**src/regulator_config_consts.vh**
```
// constants for the regulator configuration word block
`ifndef REGULATOR_CONFIG_CONSTS_VH
`define REGULATOR_CONFIG_CONSTS_VH

// ****************************************************************
// register indices and byte addresses (byte address = 4 * index)
// ****************************************************************
`define IDX_CONFIG_WORD     6'd10
`define IDX_STORED_REF      6'd15
`define IDX_VARIATION_LIMIT 6'd16
`define IDX_VOUT_REF_PARAM  6'd19
`define IDX_VOLATILE_REF    6'd49
`define IDX_SOURCE_STATUS   6'd50
`define IDX_SAMPLE_WINDOW   6'd51
`define ADDR_CONFIG_WORD     12'h028
`define ADDR_STORED_REF      12'h03c
`define ADDR_VARIATION_LIMIT 12'h040
`define ADDR_VOUT_REF_PARAM  12'h04c
`define ADDR_VOLATILE_REF    12'h0c4
`define ADDR_SOURCE_STATUS   12'h0c8
`define ADDR_SAMPLE_WINDOW   12'h0cc

// ****************************************************************
// reset values
// ****************************************************************
`define RST_CONFIG_WORD     16'h1f3d
`define RST_STORED_REF      16'h4000
`define RST_VARIATION_LIMIT 16'h1200
`define RST_VOUT_REF_PARAM  16'h0000

// ****************************************************************
// configuration word bit positions
// ****************************************************************
`define BIT_RMS_REG       0
`define BIT_PERIODIC_REF  1
`define BIT_OFFSET_COMP   2
`define BIT_SHORT_WINDOW  3
`define BIT_JUMPER_READ   4
`define BIT_INVERT_ALARM  5
`define BIT_UNUSED6       6
`define BIT_RAM_CTRL      7
`define BIT_EN_VOLTAGE_TRIMMER_TRIM  8
`define BIT_EN_STAB_TRIM  9
`define BIT_EN_HZ_TRIM    10
`define BIT_EN_AMP_TRIM   11
`define BIT_EN_EXT_INPUT  12
`define BIT_EN_EXT_DAC    13
`define BIT_SEL_60HZ      14
`define BIT_RESERVED15    15

// ****************************************************************
// reference source codes and sample windows
// ****************************************************************
`define SRC_ANALOG_FREE 2'd0
`define SRC_ANALOG_SAT  2'd1
`define SRC_STORED      2'd2
`define SRC_VOLATILE    2'd3
`define WINDOW_SHORT    8'd32
`define WINDOW_LONG     8'd64

`endif

```
**src/regulator_config_word.v**
```verilog
// configuration word register bank with reference source selection over apb
`timescale 1ns/1ps
`include "regulator_config_consts.vh"

// What this block does
// - each configuration bit except six and fifteen enables its function when one; bit seven depends on bit twelve, bit fourteen on bit four.
// - bit two set enables offset compensation; reset value sets it.
// - bit three set selects a thirty-two sample measurement window.
// - with jumper reading off, bit fourteen picks sixty or fifty hertz.
// - bit twelve enables the analogue input, otherwise digital reference.
// - bit seven meaning depends on the analogue input enable bit.
// - analogue mode with bit seven set saturates at input limit.
// - saturated mode with lost input drives output to stored reference plus variation limit.
// - stored-parameter mode loads and tracks the volatile reference.
// - writes to the volatile reference are ignored in stored mode.
// - digital mode with bit seven set uses the volatile reference.
// - a cleared voltage trimmer enable (bit eight) substitutes the stored parameter value.
module regulator_config_word #(
  parameter DATA_W  = 16,
  parameter ANA_MAX = 16'h7fff
) (
  input  wire              core_clk,
  input  wire              rstn,
  input  wire              psel,
  input  wire              penable,
  input  wire              pwrite,
  input  wire [11:0]       paddr,
  input  wire [31:0]       pwdata,
  output reg               pready,
  output reg  [31:0]       prdata,
  output reg               pslverr,
  input  wire              jumper60Hz,
  input  wire [DATA_W-1:0] analogInput,
  input  wire              analogLost,
  input  wire [DATA_W-1:0] voltageTrimmer,
  input  wire              alarmRaw,
  output reg  [DATA_W-1:0] activeReference,
  output reg  [1:0]        refSource,
  output reg               saturated,
  output reg               offsetCompEn,
  output reg  [7:0]        sampleWindow,
  output reg               select60Hz,
  output reg  [DATA_W-1:0] voltageSetting,
  output reg               alarm_output_contact,
  output reg               rmsRegulation,
  output reg               periodicRefEn,
  output reg               stabTrimEn,
  output reg               hzTrimEn,
  output reg               ampTrimEn,
  output reg               extDacEn
);

  // ****************************************************************
  // parameter storage
  // ****************************************************************
  reg  [15:0]       configWord;
  reg  [15:0]       storedRef;
  reg  [15:0]       variationLimit;
  reg  [15:0]       voutRefParam;
  reg  [DATA_W-1:0] volatileRef;
  reg  [DATA_W-1:0] next_reference;
  reg  [1:0]        next_source;
  reg  [31:0]       next_rdata;
  reg               next_err;
  reg               addrHit;

  wire access    = psel & penable & ~pready;
  wire wrStrobe  = access & pwrite & ~next_err;
  wire extEn     = configWord[`BIT_EN_EXT_INPUT];
  wire ramCtrl   = configWord[`BIT_RAM_CTRL];
  wire storedSel = ~extEn & ~ramCtrl;
  wire [16:0] limitSum = {1'b0, storedRef} + {1'b0, variationLimit};

  // ****************************************************************
  // analogue limit and lost-link target
  // ****************************************************************
  // clamp point cut to the data width on purpose
  localparam [DATA_W-1:0] ANA_CAP = ANA_MAX[DATA_W-1:0];
  // analogue control at or beyond its input limit
  wire              atLimit    = (analogInput >= ANA_CAP);
  // stored reference plus the allowed rise, clipped at full scale so it cannot wrap
  wire [DATA_W-1:0] lostTarget = limitSum[16] ? {DATA_W{1'b1}} : limitSum[DATA_W-1:0];

  // ****************************************************************
  // apb address decode and read mux
  // ****************************************************************
  // one wait state: pready rises at the end of the first access cycle, answer at the edge after that
  always @* begin
    next_rdata = 32'h0000_0000;
    addrHit    = 1'b1;
    case (paddr)
      `ADDR_CONFIG_WORD:     next_rdata = {16'h0000, configWord};
      `ADDR_STORED_REF:      next_rdata = {16'h0000, storedRef};
      `ADDR_VARIATION_LIMIT: next_rdata = {16'h0000, variationLimit};
      `ADDR_VOUT_REF_PARAM:  next_rdata = {16'h0000, voutRefParam};
      `ADDR_VOLATILE_REF:    next_rdata = {{(32-DATA_W){1'b0}}, volatileRef};
      `ADDR_SOURCE_STATUS:   next_rdata = {29'h0000_0000, saturated, refSource};
      `ADDR_SAMPLE_WINDOW:   next_rdata = {24'h00_0000, sampleWindow};
      default:               addrHit = 1'b0;
    endcase
    // unmapped or misaligned addresses answer with an error
    next_err = ~addrHit | (paddr[1:0] != 2'b00);
  end

  // apb handshake: ready and error pulse for one cycle
  always @(posedge core_clk or negedge rstn) begin
    if (!rstn) begin
      pready  <= 1'b0;
      pslverr <= 1'b0;
    end else begin
      pready  <= access;
      pslverr <= access & next_err;
    end
  end

  // read data holds until the next read, refused reads return zero
  always @(posedge core_clk or negedge rstn) begin
    if (!rstn) begin
      prdata <= 32'h0000_0000;
    end else if (access & ~pwrite) begin
      prdata <= next_err ? 32'h0000_0000 : next_rdata;
    end
  end

  // ****************************************************************
  // register writes
  // ****************************************************************
  // one select per writable location, refused addresses never match
  wire wrConfig   = wrStrobe & (paddr == `ADDR_CONFIG_WORD);
  wire wrStored   = wrStrobe & (paddr == `ADDR_STORED_REF);
  wire wrLimit    = wrStrobe & (paddr == `ADDR_VARIATION_LIMIT);
  wire wrVoutRef  = wrStrobe & (paddr == `ADDR_VOUT_REF_PARAM);
  wire wrVolatile = wrStrobe & (paddr == `ADDR_VOLATILE_REF);

  // configuration word, whole word stored as written, bits six and fifteen included
  always @(posedge core_clk or negedge rstn) begin
    if (!rstn) begin
      configWord <= `RST_CONFIG_WORD;
    end else if (wrConfig) begin
      configWord <= pwdata[15:0];
    end
  end

  // stored reference, the nonvolatile digital setpoint
  always @(posedge core_clk or negedge rstn) begin
    if (!rstn) begin
      storedRef <= `RST_STORED_REF;
    end else if (wrStored) begin
      storedRef <= pwdata[15:0];
    end
  end

  // variation limit, the largest rise above the stored reference
  always @(posedge core_clk or negedge rstn) begin
    if (!rstn) begin
      variationLimit <= `RST_VARIATION_LIMIT;
    end else if (wrLimit) begin
      variationLimit <= pwdata[15:0];
    end
  end

  // voltage setpoint used while the voltage trimmer is disabled
  always @(posedge core_clk or negedge rstn) begin
    if (!rstn) begin
      voutRefParam <= `RST_VOUT_REF_PARAM;
    end else if (wrVoutRef) begin
      voutRefParam <= pwdata[15:0];
    end
  end

  // volatile reference: tracks the stored value only while bits twelve and seven are both clear
  always @(posedge core_clk or negedge rstn) begin
    if (!rstn) begin
      volatileRef <= `RST_STORED_REF;
    end else if (storedSel) begin
      volatileRef <= storedRef[DATA_W-1:0];
    end else if (wrVolatile) begin
      volatileRef <= pwdata[DATA_W-1:0];
    end
  end

  // ****************************************************************
  // reference source selection
  // ****************************************************************
  // the four-way choice of bits twelve and seven
  always @* begin
    next_source    = `SRC_STORED;
    next_reference = storedRef[DATA_W-1:0];
    case ({extEn, ramCtrl})
      2'b10: begin
        next_source    = `SRC_ANALOG_FREE;
        next_reference = analogInput;
      end
      2'b11: begin
        next_source    = `SRC_ANALOG_SAT;
        next_reference = atLimit ? ANA_CAP : analogInput;
        // a lost link outranks the clamp, so a dead input never reads as in range
        // lost link goes to stored reference plus variation limit
        if (analogLost) begin
          next_reference = lostTarget;
        end
      end
      2'b01: begin
        next_source    = `SRC_VOLATILE;
        next_reference = volatileRef;
      end
      default: begin
        next_source    = `SRC_STORED;
        next_reference = storedRef[DATA_W-1:0];
      end
    endcase
  end

  // ****************************************************************
  // registered reference outputs
  // ****************************************************************
  // selected reference and its source code
  always @(posedge core_clk or negedge rstn) begin
    if (!rstn) begin
      activeReference <= {DATA_W{1'b0}};
      refSource       <= `SRC_ANALOG_FREE;
    end else begin
      activeReference <= next_reference;
      refSource       <= next_source;
    end
  end

  // saturation flag: clamp or lost link, only in the saturating mode
  always @(posedge core_clk or negedge rstn) begin
    if (!rstn) begin
      saturated <= 1'b0;
    end else begin
      saturated <= (next_source == `SRC_ANALOG_SAT) & (analogLost | atLimit);
    end
  end

  // ****************************************************************
  // function enable outputs, all registered
  // ****************************************************************
  // offset compensation of the acquisition channels
  always @(posedge core_clk or negedge rstn) begin
    if (!rstn) begin
      offsetCompEn <= 1'b0;
    end else begin
      offsetCompEn <= configWord[`BIT_OFFSET_COMP];
    end
  end

  // measurement window length in samples
  always @(posedge core_clk or negedge rstn) begin
    if (!rstn) begin
      sampleWindow <= `WINDOW_LONG;
    end else begin
      sampleWindow <= configWord[`BIT_SHORT_WINDOW] ? `WINDOW_SHORT : `WINDOW_LONG;
    end
  end

  // nominal frequency, jumper level or configuration bit
  always @(posedge core_clk or negedge rstn) begin
    if (!rstn) begin
      select60Hz <= 1'b0;
    end else begin
      select60Hz <= configWord[`BIT_JUMPER_READ] ? jumper60Hz : configWord[`BIT_SEL_60HZ];
    end
  end

  // voltage setting, trimmer reading or stored parameter
  always @(posedge core_clk or negedge rstn) begin
    if (!rstn) begin
      voltageSetting <= {DATA_W{1'b0}};
    end else begin
      voltageSetting <= configWord[`BIT_EN_VOLTAGE_TRIMMER_TRIM] ? voltageTrimmer : voutRefParam[DATA_W-1:0];
    end
  end

  // alarm contact, polarity follows the inversion bit
  always @(posedge core_clk or negedge rstn) begin
    if (!rstn) begin
      alarm_output_contact <= 1'b0;
    end else begin
      alarm_output_contact <= alarmRaw ^ configWord[`BIT_INVERT_ALARM];
    end
  end

  // rms regulation mode
  always @(posedge core_clk or negedge rstn) begin
    if (!rstn) begin
      rmsRegulation <= 1'b0;
    end else begin
      rmsRegulation <= configWord[`BIT_RMS_REG];
    end
  end

  // periodic reference variation
  always @(posedge core_clk or negedge rstn) begin
    if (!rstn) begin
      periodicRefEn <= 1'b0;
    end else begin
      periodicRefEn <= configWord[`BIT_PERIODIC_REF];
    end
  end

  // trimmer enables, the regulation loop swaps in parameters when low
  always @(posedge core_clk or negedge rstn) begin
    if (!rstn) begin
      stabTrimEn <= 1'b0;
      hzTrimEn   <= 1'b0;
      ampTrimEn  <= 1'b0;
    end else begin
      stabTrimEn <= configWord[`BIT_EN_STAB_TRIM];
      hzTrimEn   <= configWord[`BIT_EN_HZ_TRIM];
      ampTrimEn  <= configWord[`BIT_EN_AMP_TRIM];
    end
  end

  // external converter enable
  always @(posedge core_clk or negedge rstn) begin
    if (!rstn) begin
      extDacEn <= 1'b0;
    end else begin
      extDacEn <= configWord[`BIT_EN_EXT_DAC];
    end
  end

endmodule // regulator_config_word

```
**config.mk**
```make
export PLATFORM = sky130hd
export DESIGN_NAME = regulator_config_word
export DESIGN_NICKNAME = d
export VERILOG_FILES = /design/src/regulator_config_word.v
export VERILOG_INCLUDE_DIRS = /design/src
export SDC_FILE = /design/constraint.sdc
export NUM_CORES = 1
export LEC_CHECK = 0
export BUFFER_PORTS_ARGS = -buffer_cell sky130_fd_sc_hd__clkbuf_2
export CAP_MARGIN = 25
export CORE_UTILIZATION = 55
export CTS_BUF_LIST = sky130_fd_sc_hd__clkbuf_2 sky130_fd_sc_hd__clkbuf_4 sky130_fd_sc_hd__clkbuf_8
export CTS_CLUSTER_SIZE = 28
export DETAILED_ROUTE_END_ITERATION = 6
export GPL_TIMING_DRIVEN = 0
export PLACE_DENSITY = 0.81
export SETUP_SLACK_MARGIN = 0.2
export SKIP_CTS_REPAIR_TIMING = 1
export SYNTH_ARGS = -nofsm -noshare
export SYNTH_HDL_FRONTEND = slang
export SYNTH_SLANG_ARGS = --single-unit
```
**constraint.sdc**
```tcl
create_clock -name core_clk -period 6.6 [get_ports core_clk]
set_input_delay 1.32 -clock core_clk [delete_from_list [all_inputs] [get_ports core_clk]]
set_output_delay 1.32 -clock core_clk [all_outputs]
set_load 0.01 [all_outputs]
```
# --- Word-level counts from Yosys, hierarchy flattened ---
# Index checks and enable logic that the tools add are counted.
totals:
  in_bits: 84
  register_bits: 165
  output_inout_bits: 86
classes:
  mux: 13
  n_reduce_logical: 3
  n_addsub: 1
  bitwise_logic: 22
  eq_ne: 11
  n_lt_le_gt_ge: 1
op_table:
  columns: ["op", "n"]
  rows:
  - ["case mux 16 bit (7 select lines)", 1]
  - ["2-to-1 mux 16 bit", 6]
  - ["case mux 16 bit (3 select lines)", 1]
  - ["== test 12 x 8 -> 1 bit (second input constant)", 3]
  - ["2-to-1 mux 32 bit", 1]
  - ["== test 12 x 6 -> 1 bit (second input constant)", 2]
  - ["== test 12 x 7 -> 1 bit (second input constant)", 2]
  - ["adder 16 x 16 -> 17 bit", 1]
  - [">= comparator 16 x 15 -> 1 bit (second input constant)", 1]
  - ["bitwise AND 1 bit", 13]
  - ["2-to-1 mux 7 bit", 1]
  - ["OR reduction 7 bit", 1]
  - ["inverter 1 bit", 6]
  - ["case mux 2 bit (3 select lines)", 1]
  - ["== test 2 x 1 -> 1 bit (second input constant)", 2]
  - ["== test 2 bit (second input constant)", 2]
  - ["nonzero test 2 bit", 2]
  - ["2-to-1 mux 1 bit", 2]
  - ["OR 1 bit", 2]
  - ["bitwise XOR 1 bit", 1]

# --- Logic depth before layout (Yosys ltp) ---
# Gate-level depths: netlist of the first run.
logic_depth:
  ltp_word: 10
  depth_mapped: 9
  depth_no_buf: 8

# --- Worst setup path after synthesis of the first run ---
# Ideal clock, no wire load.
synth_timing:
  kind: "input port to flip-flop"
  startpoint: "input paddr[3]"
  endpoint: "register configWord[13]"
  setup_time_ns: 0.125
  arrival_ns: 3.015
  path_buffers: 3
  path_slack_ns: 3.460
  stages: 9
  path_cell_list: "clkbuf_1 nor2b_1 nand4_2 o22ai_2 and4_1 buf_4 nand2_4 buf_6 mux2_4"
synth_via:
  elab_chain_cells: 8
  elab_cells_between_ends: 14
  cone_classes: "eq/ne: 7; mux: 1; bitwise: 5; reduce/logical: 1"
synth_lines:
  columns: ["element", "line", "text"]
  rows:
  - ["start, declared", "regulator_config_word.v:27", "input wire [11:0] paddr,"]
  - ["== test 12 x 6 -> 1 bit, or another cell as far along", "regulator_config_word.v:91", "case (paddr)"]
  - ["OR reduction 7 bit (no source line)", null, null]
  - ["2-to-1 mux 1 bit", "regulator_config_word.v:91", null]
  - ["inverter 1 bit", "regulator_config_word.v:102", "next_err = ~addrHit | (paddr[1:0] != 2'b00);"]
  - ["OR 1 bit", "regulator_config_word.v:102", null]
  - ["inverter 1 bit", "regulator_config_word.v:68", "wire wrStrobe = access & pwrite & ~next_err;"]
  - ["bitwise AND 1 bit", "regulator_config_word.v:68", null]
  - ["bitwise AND 1 bit *", "regulator_config_word.v:129", "wire wrConfig = wrStrobe & (paddr == `ADDR_CONFIG_WORD);"]
  - ["end signal, assigned", "regulator_config_word.v:138", "configWord <= `RST_CONFIG_WORD;"]
  - ["end signal, assigned", "regulator_config_word.v:140", "configWord <= pwdata[15:0];"]
  - ["end, declared", "regulator_config_word.v:56", "reg [15:0] configWord;"]
# Every way passes the cells marked *; elsewhere a longest branch is shown, timed or not.
# A chain may end at the register's enable or synchronous reset.

# --- Final worst setup path of the first run ---
layout_timing:
  startpoint: "input paddr[9]"
  endpoint: "register volatileRef[9]"
layout_via:
  elab_chain_cells: 9
  elab_cells_between_ends: 15
  cone_classes: "eq/ne: 7; mux: 1; bitwise: 5; reduce/logical: 2"
layout_lines:
  columns: ["element", "line", "text"]
  rows:
  - ["== test 12 x 6 -> 1 bit, or another cell as far along", "regulator_config_word.v:91", null]
  - ["OR reduction 7 bit (no source line)", null, null]
  - ["2-to-1 mux 1 bit", "regulator_config_word.v:91", null]
  - ["inverter 1 bit", "regulator_config_word.v:102", null]
  - ["OR 1 bit", "regulator_config_word.v:102", null]
  - ["inverter 1 bit", "regulator_config_word.v:68", null]
  - ["bitwise AND 1 bit", "regulator_config_word.v:68", null]
  - ["bitwise AND 1 bit *", "regulator_config_word.v:133", "wire wrVolatile = wrStrobe & (paddr == `ADDR_VOLATILE_REF);"]
  - ["nonzero test 2 bit (no source line) *", null, null]
  - ["end signal, assigned", "regulator_config_word.v:174", "volatileRef <= `RST_STORED_REF;"]
  - ["end signal, assigned", "regulator_config_word.v:176", "volatileRef <= storedRef[DATA_W-1:0];"]
  - ["end signal, assigned", "regulator_config_word.v:178", "volatileRef <= pwdata[DATA_W-1:0];"]
  - ["end, declared", "regulator_config_word.v:60", "reg [DATA_W-1:0] volatileRef;"]
# Marks and branches as above.

==> metrics.md, run 1 <==
| Metric | Value |
|---|---|
| Run status | completed |
| Worst-margin pin slew | 1105 ps |
| Peak Freq | between 0.2 and 0.3 GHz |
| Worst setup margin | approximately 3000 ps |
| FFs w/ async S/R, synth | 1.000 |
| Final hold violation count | 0 |
| Vias per inst | between 5 and 6 |
| Max transition margin | 0.2605 |
| CP Class | in -> reg |
| Hold/Removal Path Class | reg -> reg |
| Largest net degree at the start of global routing | between 100 and 150 |
| Gate power share | 0.054 |
| First-pass GRT wire length | about 33,000 um |
| Final setup viols | 0 |
| CTS clk-pin slew, worst paths | ~80 ps |
| Critical Path, Cell by Cell | clkbuf_2, nor4_4, nand3b_1, clkbuf_1, nor2_1, nand4b_1, clkbuf_1, nor2_1, a21oi_1 |
| Maximum vdd drop | approximately 160 uV |
| Initial antenna violation count | 0 |
| TritonCTS Buffers | 17 |
| Die area | 0.01427 sq mm |
| Final worst-path cycle share | 0.5392 |
| Root Driver | clkbuf_8 |
| Die Width | ~120 um |
| Power Density | ~190 mW/mm^2 |
| Clk network pwr share | 0.424 |
| Slowest stage delay, CP | 480 ps |
| Hold Slack | around 410 ps |
| Synthesis Warnings | 0 |
| Sequential area share after synthesis | 0.4775 |
| DRT Pass-1 Iters | 5 |
| GRT Overall Usage | 0.3089 |
| Design Power | 1.693 mW |
| Mapped cell area | between 0.007 and 0.008 sq mm |
| Netlist cell types | 62 |
| Unrepaired setup endpoints after global routing | false |
| CP endpoint kind | register |
| Number of I/O port buffers | ~130 |
| Post-Synthesis Cells | between 600 and 700 |
| Crit Path Max Fanout | 10 |
| TritonCTS Sinks | roughly 140 |
| Top_reg_cell synth | dfrtp_1 |
| Most frequent cells after synthesis | dfrtp_1, mux2_2, mux2_4, nand2_1, mux2i_1 |
| Sw frac | 0.2425 |
| Cell Int Power | about 1.3 mW |
| Clock skew | 10.31 ps |
| TritonCTS clock tree | done |
| Wire per inst | about 21 um |
| Startpoint Class | primary input |
| Final ANT Viol Nets | 0 |
| Remaining Overflow, GRT | 0 |
| Leak | 4.671 nW |
| Setup TNS | 0 ps |
| Cell family with most CP delay | simple AND/OR/NAND/NOR gates |
| Sequential Power Share | 0.522 |
| Data required time of the critical path | around 7000 ps |
| Synth area leaders | dfrtp_1, mux2_4, mux2_2, dfstp_2, mux2i_1 |
| Mapped Avg Cell Area | 11.74 sq um |
| FF+latch count, synth | 144 |
| Placement Setup Slack | approximately 2700 ps |
| P&R area growth vs syn | 18.44% |
| Max_cap viols | 0 |
| Most frequent cell after synthesis | dfrtp_1 |
| Post-synth top area cell | dfrtp_1 |
| Tmin final | ~3600 ps |
| Final net count | slightly above 900 |
| Share of the synthesized area in the top cell type | 0.4255 |
| Share of layout cells above drive strength 1 | 0.3614 |
| Antenna Cells | 0 |
| Longest Clk Path Bufs | 2 |
| DRC viols | 0 |
| Drt first-iter violations | slightly below 500 |
| GP Congestion | roughly 0.96 |
| # H-tree levels | 4 |
| Number of I/O pins | 170 |
| WP buf/inv | 3 |
| Clk Latency, worst-skew pair | 450 ps |
| Die Ht | ~120 um |
| Final wirelength | 21,260 um |
| CP max-delay cell | nor4_4 |
| Via Count | 5,978 |
| Slew Viols, Final | 0 |
| Crit path arrival time | between 3000 and 4000 ps |
| Number of global-route vias before repair | between 6,000 and 7,000 |
| EDFF count, synth | 0 |
| FP Rows | 42 |
| Initial Util | 0.5683 |
| Core box area | 0.01335 sq mm |
| DPL Wire Length | roughly 15,000 um |
| Psw | roughly 0.41 mW |
[worst register-to-register path, stage by stage (launching register included)]
cell,delay (ps)
dfrtp_1,450
ha_1,280
fa_1,420
a21o_1,220
a221o_1,420
a31o_2,310
a211o_1,380
clkbuf_1,320
o221ai_1,270
o211ai_1,180
[cell families (layout without fill, tap and decap cells)]
kind of cell             after synthesis  count (layout)  share of synthesized area
AO/OA/AOI/OAI                        161             161                     0.1531
XOR/XNOR                              15              15                    0.01732
adder cells (fa/ha/maj)               17              17                    0.02903
buffers and inverters                 65             228                    0.04767
flip-flops                           144             144                     0.4775
multiplexers                         115             115                     0.1851
other                                  1              22                  0.0004943
AND/OR/NAND/NOR                      128             128                    0.08989
[stage by stage]
step / instances / instance area (sq um) / util
floorplan: 667 / 7665 / -
global placement: 972 / 8531 / 0.6391
detailed placement: 974 / 8577 / 0.6426
CTS: 1006 / 8985 / 0.6731
global route: 1006 / 8985 / 0.6731
finish: 1006 / 8985 / 0.6731
[power by group through the flow]
stage / Combinational, mW / Sequential (mW) / Clock [mW]
2_1_floorplan: 0.0311 / 0.901 / 0
3_3_place_gp: 0.0851 / 0.901 / 0
3_5_place_dp: 0.0908 / 0.900 / 0
4_1_cts: 0.0911 / 0.883 / 0.721
5_1_grt: 0.100 / 0.883 / 0.759
6_report: 0.0914 / 0.883 / 0.718
[cell usage in the layout (no fill, tap or decap), types with 6 or more instances in the layout]
cell,synthesis,routed
o221ai_1,13,13
mux2_4,40,40
mux2_2,42,42
ha_1,16,16
o21ai_0,23,23
conb_1,1,22
a221oi_1,15,15
o211ai_1,15,15
nor2b_1,6,6
a21oi_1,28,28
nor2_1,32,32
buf_4,23,23
xor2_1,7,7
inv_1,7,7
nand4_1,6,6
clkbuf_8,0,21
nand2_1,40,40
mux2i_1,33,33
a21o_1,10,10
clkbuf_2,0,128
o2bb2ai_1,12,12
xnor2_1,8,8
a22oi_1,15,15
clkbuf_1,27,27
and2_1,8,8
dfrtp_1,129,129
dfstp_2,15,15
[flip-flops by register name, indices dropped and copies added, names as in the netlist, 2 cells and up]
register	flops
voltageSetting	16
variationLimit	16
activeReference	16
sampleWindow	2
refSource	2
storedRef	16
prdata	16
configWord	16
voutRefParam	16
volatileRef	16
[area by class of cell]
cell class	instances	area, sq um
Clock inverter	12	132.6
Sequential cell	144	3622
Fill cell	1013	4363
Multi-Input combinational cell	458	3681
Clock buffer	20	275.3
Inverter	7	26.28
Tap cell	176	220.2
Buffer	58	335.3
Timing Repair Buffer	131	691.9
[path summary, 6_finish.rpt]
path	from	to	slack, ps	depth (start not counted)
max in group asynchronous	rstn	storedRef[11]	5000	2
setup reg to reg	storedRef[0]	activeReference[5]	3190	9
hold reg to reg	configWord[0]	rmsRegulation	410	0
hold / removal	configWord[0]	rmsRegulation	410	0
min in group asynchronous	rstn	voltageSetting[10]	720	1
setup / recovery	paddr[9]	volatileRef[9]	3040	9
[routing by layer]
| layer | wire [um] | track usage | part of all wire |
|---|---|---|---|
| met3 | 1428 | 0.05795 | 0.067 |
| met4 | 567 | 0.1398 | 0.027 |
| met1 | 9201 | 0.4115 | 0.43 |
| met5 | 0 | 0 | 0 |
| met2 | 10060 | 0.4906 | 0.47 |
No activity file was read; power rests on OpenSTA's default activity.
==> run 2, diff against run 1 <==
Settings changed: ABC_AREA set to 1.
Clock period 6.6 ns to 3.7 ns, I/O delays scaled along.
==> metrics.md, run 2 <==
| Metric | Value |
|---|---|
| Worst-case reg-to-reg path depth | 13 (+4) |
| Synth area leaders | dfrtp_1, nand2_1, inv_1, dfstp_2, o21ai_0 |
| Clk Latency, worst-skew pair | 470 ps (+20 ps) |
| DRT Pass-1 Iters | 5 (unchanged) |
| Most frequent cells after synthesis | nand2_1, inv_1, dfrtp_1 |
| Final hold violation count | 0 (unchanged) |
| Critical Path, Cell by Cell | ha_1, fa_1, nand2_1, nand2_1, nand3_1, nand2_1, nand2_1, nand2_1, nor2_2, buf_4, nand2_1, nand3_1, nand3_1 |
| Fill cells | 1,250 (+23%) |
| Core box area | 0.01393 sq mm (+4.4%) |
| EDFF count, synth | 0 (unchanged) |
| Mapped Avg Cell Area | 7.565 sq um (-36%) |
| Most frequent cells in the layout | nand2_1, inv_1, clkbuf_2 |
| Synthesis Warnings | 0 (unchanged) |
| Share of layout cells above drive strength 1 | 0.2026 (-0.1588) |
| Sequential area share after synthesis | 0.4608 (-0.01665) |
| Leak | 5.048 nW (+8.1%) |
| WP buf/inv | 1 (-2) |
| Reg-to-reg startpoint | storedRef[0] |
| Netlist cell types | 39 (-37%) |
| Antenna Cells | 0 (unchanged) |
| Die Ht | 121.5 um (+1.8%) |
| Vias per inst | 5.316 (-11%) |
| Finished Cell Area | 0.009285 sq mm (+3.3%) |
| FP Rows | 43 (+2.4%) |
| Die Width | 121.5 um (+1.8%) |
| GRT Max-Usage Layer | met2 |
| Max transition margin | 0.4877 (+0.2271) |
| Cell family with most CP delay | simple AND/OR/NAND/NOR gates |
| Drt first-iter violations | 702 (+43%) |
| Grt met1 use | 0.4459 (+0.03440) |
| P&R area growth vs syn | 18.13% |
| Slowest stage delay, CP | 430 ps (-50 ps) |
| Power Density | 333.7 mW/mm^2 (+77%) |
| CP Class | reg -> reg |
| Crit path arrival time | 2960 ps (-910 ps) |
| Crit Path Max Fanout | 10 (unchanged) |
| Initial antenna violation count | 1 (+1) |
| FF+latch count, synth | 144 (unchanged) |
| Post-synth top area cell | dfrtp_1 |
| Most frequent cell after synthesis | nand2_1 |
| Met3 Track Usage GR | 0.07584 (+0.01789) |
| Final net count | 1,312 (+43%) |
| Number of global-route vias before repair | 6,759 (+10%) |
| Tmin final | 2624 ps |
| Remaining Overflow, GRT | 0 (unchanged) |
| Number of I/O port buffers | 131 (+1.6%) |
| Longest Clk Path Bufs | 2 (unchanged) |
| Final wirelength | 23,530 um (+11%) |
| Clock skew | 10.15 ps (-0.1660 ps) |
| Critical R2R Capture | activeReference[5] |
| TritonCTS clock tree | done |
| Number of I/O pins | 170 (unchanged) |
| Die area | 0.01477 sq mm (+3.6%) |
| Largest net degree at the start of global routing | 110 (-11%) |
| Area of the multi-input gates | 0.003393 sq mm (-7.8%) |
| CTS clk-pin slew, worst paths | 80 ps (about the same) |
| CP endpoint kind | register |
| TritonCTS Buffers | 17 (unchanged) |
| Worst-margin pin slew | 768.5 ps (-336.6 ps) |
| FFs w/ async S/R, synth | 1.000 (unchanged) |
| Final setup viols | 0 (unchanged) |
| Placed Instance Area | 0.008856 sq mm (+3.3%) |
| Initial Util | 0.5641 (-0.004270) |
| Mapped cell area | 0.007860 sq mm (+3.6%) |
| Share of the synthesized area in the top cell type | 0.4107 (-0.01483) |
| GR Util met2 | 0.5387 (+0.04810) |
| DRC viols | 0 (unchanged) |
| Run status | completed |
| Startpoint Class | register |
| CP max-delay cell | dfrtp_1 |
| Final Core Density | 0.6663 (-0.006798) |
| Hold Slack | 162.3 ps (-244.5 ps) |
| FF+latch area | 0.003622 sq mm (unchanged) |
| Root Driver | clkbuf_8 |
| GRT Overall Usage | 0.3368 (+0.02793) |
| Crit path top cell by count | nand2_1 |
| Hold/Removal Path Class | in -> async |
| GP Congestion | 0.9828 (+2.2%) |
| Placement Setup Slack | 1101 ps (-1566 ps) |
| Setup TNS | 0 ps (unchanged) |
| DPL Wire Length | 18,050 um (+17%) |
| Max_cap viols | 0 (unchanged) |
| Post-Synthesis Cells | 1,039 (+61%) |
| # H-tree levels | 4 (unchanged) |
| Wire per inst | 16.76 um (-21%) |
| Slew Viols, Final | 0 (unchanged) |
| Peak Freq | about 0.38 GHz |
| FF-to-FF setup slack | 1080 ps (-2110 ps) |
| TritonCTS Sinks | 144 (unchanged) |
| Top_reg_cell synth | dfrtp_1 |
| First-pass GRT wire length | 36,260 um (+9.7%) |
| Final ANT Viol Nets | 0 (unchanged) |
| Data required time of the critical path | 4030 ps (-2880 ps) |
| Maximum vdd drop | 224.1 uV (+41%) |
| Commonest non-fill, non-tap cell in the layout | nand2_1 |
| Unrepaired setup endpoints after global routing | false |
| Via Count | 7,464 (+25%) |
| Final worst-path cycle share | 0.7093 |
| Worst setup margin | 1076 ps (-1965 ps) |
## run 2: cell types whose count changed after synthesis, sizes merged, moves of 8 or more
| cell | before | now |
|---|---|---|
| nand2 | 44 | 339 |
| inv | 7 | 159 |
| o21ai | 24 | 109 |
| mux2 | 82 | 5 |
| nand3 | 2 | 77 |
| mux2i | 33 | 0 |
| o22ai | 1 | 21 |
| a221oi | 15 | 0 |
| a22oi | 15 | 0 |
| o221ai | 13 | 0 |
| nor2 | 33 | 45 |
| o2bb2ai | 12 | 0 |
| a21o | 10 | 0 |
| clkbuf | 27 | 19 |
## run 2: final cells by class
type,instances,share of cell area
sequential,144,0.3901
multi-input combinational,700,0.3654
clock buffer,22,0.03194
tap,180,0.02426
timing repair buffer,132,0.07452
clock inverter,10,0.01428
buffer,53,0.03355
inverter,163,0.06589
## run 2: kinds of logic after synthesis
family                     synth area share
and+or+nand+nor                      0.2627
DFF                                  0.4608
muxes                              0.007163
other                             0.0004771
xor gates and xnor gates           0.008915
AOI/OAI and AO/OA                    0.1145
buffers and inverters                0.1175
adders and majority gates           0.02802
## run 2: power breakdown
part | switching (mW) | internal, mW
logic | 0.117 | 0.0594
registers | 0.00201 | 1.58
clock network | 0.602 | 0.742
## run 2: metal layers
layer	routed length [um]	vias to the layer above
met5	0	-
met4	658	0
met3	2210	49
met2	10920	362
met1	9739	3474
li1	-	3579
## run 2: worst max path at each step
stage | cells past startpoint | end | startpoint
floorplan | 13 | activeReference[3] | storedRef[0]
global placement | 1 | variationLimit[11] | rstn
detailed placement | 11 | prdata[14] | paddr[0]
CTS | 13 | activeReference[9] | storedRef[0]
global route | 13 | activeReference[5] | storedRef[0]
finish | 13 | activeReference[5] | storedRef[0]
## run 2: metrics by stage
step	instances	power, mW
finish	1404	3.099
global route	1404	3.193
CTS	1404	3.101
detailed placement	1372	1.784
global placement	1371	1.779
floorplan	1060	1.682
==> run 3, diff against run 2 <==
Settings changed: ABC_AREA 1 to 0, CORE_UTILIZATION 55 to 51, PLACE_DENSITY 0.81 to 0.79.
Clock period 3.7 ns to 2.23 ns, I/O delays scaled along.
==> metrics.md, run 3 (synthesized netlist as in run 1, its figures left out) <==
| Metric | Value |
|---|---|
| Worst setup margin | -590.9 ps (-1667 ps) |
| CP max-delay cell | dfrtp_2 |
| Number of I/O pins | 170 (unchanged) |
| TritonCTS clock tree | done |
| Core box area | 0.01453 sq mm (+4.3%) |
| Final worst-path cycle share | 1.265 (+0.5557) |
| TritonCTS Sinks | 144 (unchanged) |
| Vias per inst | 5.833 (+9.7%) |
| Placement Setup Slack | -787.3 ps (-1888 ps) |
| DPL Wire Length | 15,150 um (-16%) |
| # H-tree levels | 4 (unchanged) |
| Non-Filler Instances | 1,042 (-26%) |
| Final setup viols | 16 (+16) |
| Final hold violation count | 0 (unchanged) |
| TritonCTS Buffers | 17 (unchanged) |
| Die area | 0.01537 sq mm (+4.0%) |
| Die Ht | 124.0 um (+2.0%) |
| Critical Path, Cell by Cell | ha_4, fa_2, a21o_1, a221o_1, a31o_2, a211o_4, buf_4, o221ai_1, o211ai_1 |
| Die Width | 124.0 um (+2.0%) |
| Clk Latency, worst-skew pair | 450 ps (-20 ps) |
| GRT Overall Usage | 0.2672 (-0.06962) |
| CP endpoint kind | register |
| Unrepaired setup endpoints after global routing | true |
| Crit path arrival time | 3120 ps (+160 ps) |
| Data required time of the critical path | 2530 ps (-1500 ps) |
| Final net count | 946 (-28%) |
| Run status | finished, violations left |
| GP Congestion | 0.8552 (-13%) |
| Startpoint Class | register |
| P&R area growth vs syn | 25.58% |
| Number of global-route vias before repair | 5,689 (-16%) |
| DRC viols | 0 (unchanged) |
| FP Rows | 44 (+2.3%) |
| Drt first-iter violations | 436 (-38%) |
| Remaining Overflow, GRT | 0 (unchanged) |
| Max_cap viols | 0 (unchanged) |
| First-pass GRT wire length | 30,450 um (-16%) |
| Hold Slack | 173.2 ps (+10.91 ps) |
| WL met3 | 1313 um (-41%) |
| Via Count | 6,078 (-19%) |
| CTS clk-pin slew, worst paths | 80 ps (about the same) |
| Peak Freq | 0.3545 GHz (-7.0%) |
| Number of I/O port buffers | 129 (-1.5%) |
| Antenna Cells | 0 (unchanged) |
| Dpl cells | 982 (-28%) |
| Maximum vdd drop | 419.7 uV (+87%) |
| Power Density | 513.4 mW/mm^2 (+54%) |
| Leak | 4.837 nW (-4.2%) |
| Tmin final | 2821 ps (+196.6 ps) |
| CP Class | reg -> reg |
| Most frequent cells in the layout | clkbuf_2, dfrtp_1, buf_4 |
| DRT Pass-1 Iters | 6 (+1) |
| Clock skew | 10.42 ps (+0.2773 ps) |
| Final ANT Viol Nets | 0 (unchanged) |
| Max transition margin | 0.5208 (+0.03316) |
| Violated checks | setup timing |
| Worst-margin pin slew | 718.8 ps (-49.74 ps) |
| Cell family with most CP delay | compound AO/OA/AOI/OAI gates |
| Slowest stage delay, CP | 460 ps (+30 ps) |
| WP buf/inv | 1 (unchanged) |
| Slew Viols, Final | 0 (unchanged) |
| Root Driver | clkbuf_8 |
| Final wirelength | 20,800 um (-12%) |
| Largest net degree at the start of global routing | 94 (-15%) |
| Hold/Removal Path Class | in -> reg |
| Design Power | 4.891 mW (+58%) |
| Wl on met1 | 9150 um (-6.0%) |
| Longest Clk Path Bufs | 2 (unchanged) |
| Initial antenna violation count | 0 (-1) |
| Share of layout cells above drive strength 1 | 0.4301 (+0.2275) |
| Wire per inst | 19.96 um (+19%) |
| Highest routed metal layer | met4 |
| Routed wl met2 | 9886 um (-9.5%) |
| Commonest non-fill, non-tap cell in the layout | clkbuf_2 |
| Crit Path Max Fanout | 5 (-5) |
| Initial Util | 0.5220 (-0.04211) |
==> run 3: area by class of cell <==
class / count / area [sq um]
fillers: 1127 / 5007
multi-input cells: 458 / 3900
flip-flops and latches: 144 / 3626
repair buffers: 160 / 957.2
plain buffers: 57 / 406.6
clock buffers: 20 / 269.0
well taps: 184 / 230.2
clock inverters: 12 / 111.4
inverters: 7 / 26.28
==> run 3: per-layer routing <==
metal  GRT usage  vias up
met5           0        -
li1            -     2757
met3     0.04762       46
met2      0.4212      282
met4     0.08929        0
met1      0.3726     2993
==> run 3: per-stage QoR <==
step / setup TNS [ps] / util / cell area (sq um)
CTS: -14730 / 0.6266 / 9107
global route: -9221 / 0.6555 / 9527
detailed placement: -47390 / 0.6005 / 8727
global placement: -264690 / 0.5969 / 8676
finish: -8427 / 0.6555 / 9527
floorplan: -6701 / - / 7800
==> run 3: worst paths after layout <==
kind / to / cells after the start / start / slack, ps
min reg2reg: extDacEn / 0 / configWord[13] / 420
min: alarm_output_contact / 2 / alarmRaw / 170
max in group asynchronous: volatileRef[14] / 3 / rstn / 900
max: activeReference[0] / 9 / storedRef[0] / -590
max reg2reg: activeReference[0] / 9 / storedRef[0] / -590
min in group asynchronous: voltageSetting[0] / 2 / rstn / 500
==> run 3: where the power goes <==
part	switching, mW	internal [mW]	total (mW)	leakage [nW]
registers	0.00100	2.61	2.61	1.94
logic	0.191	0.112	0.303	2.70
clock network	1.02	0.956	1.97	0.189
total	1.21	3.68	4.89	4.84
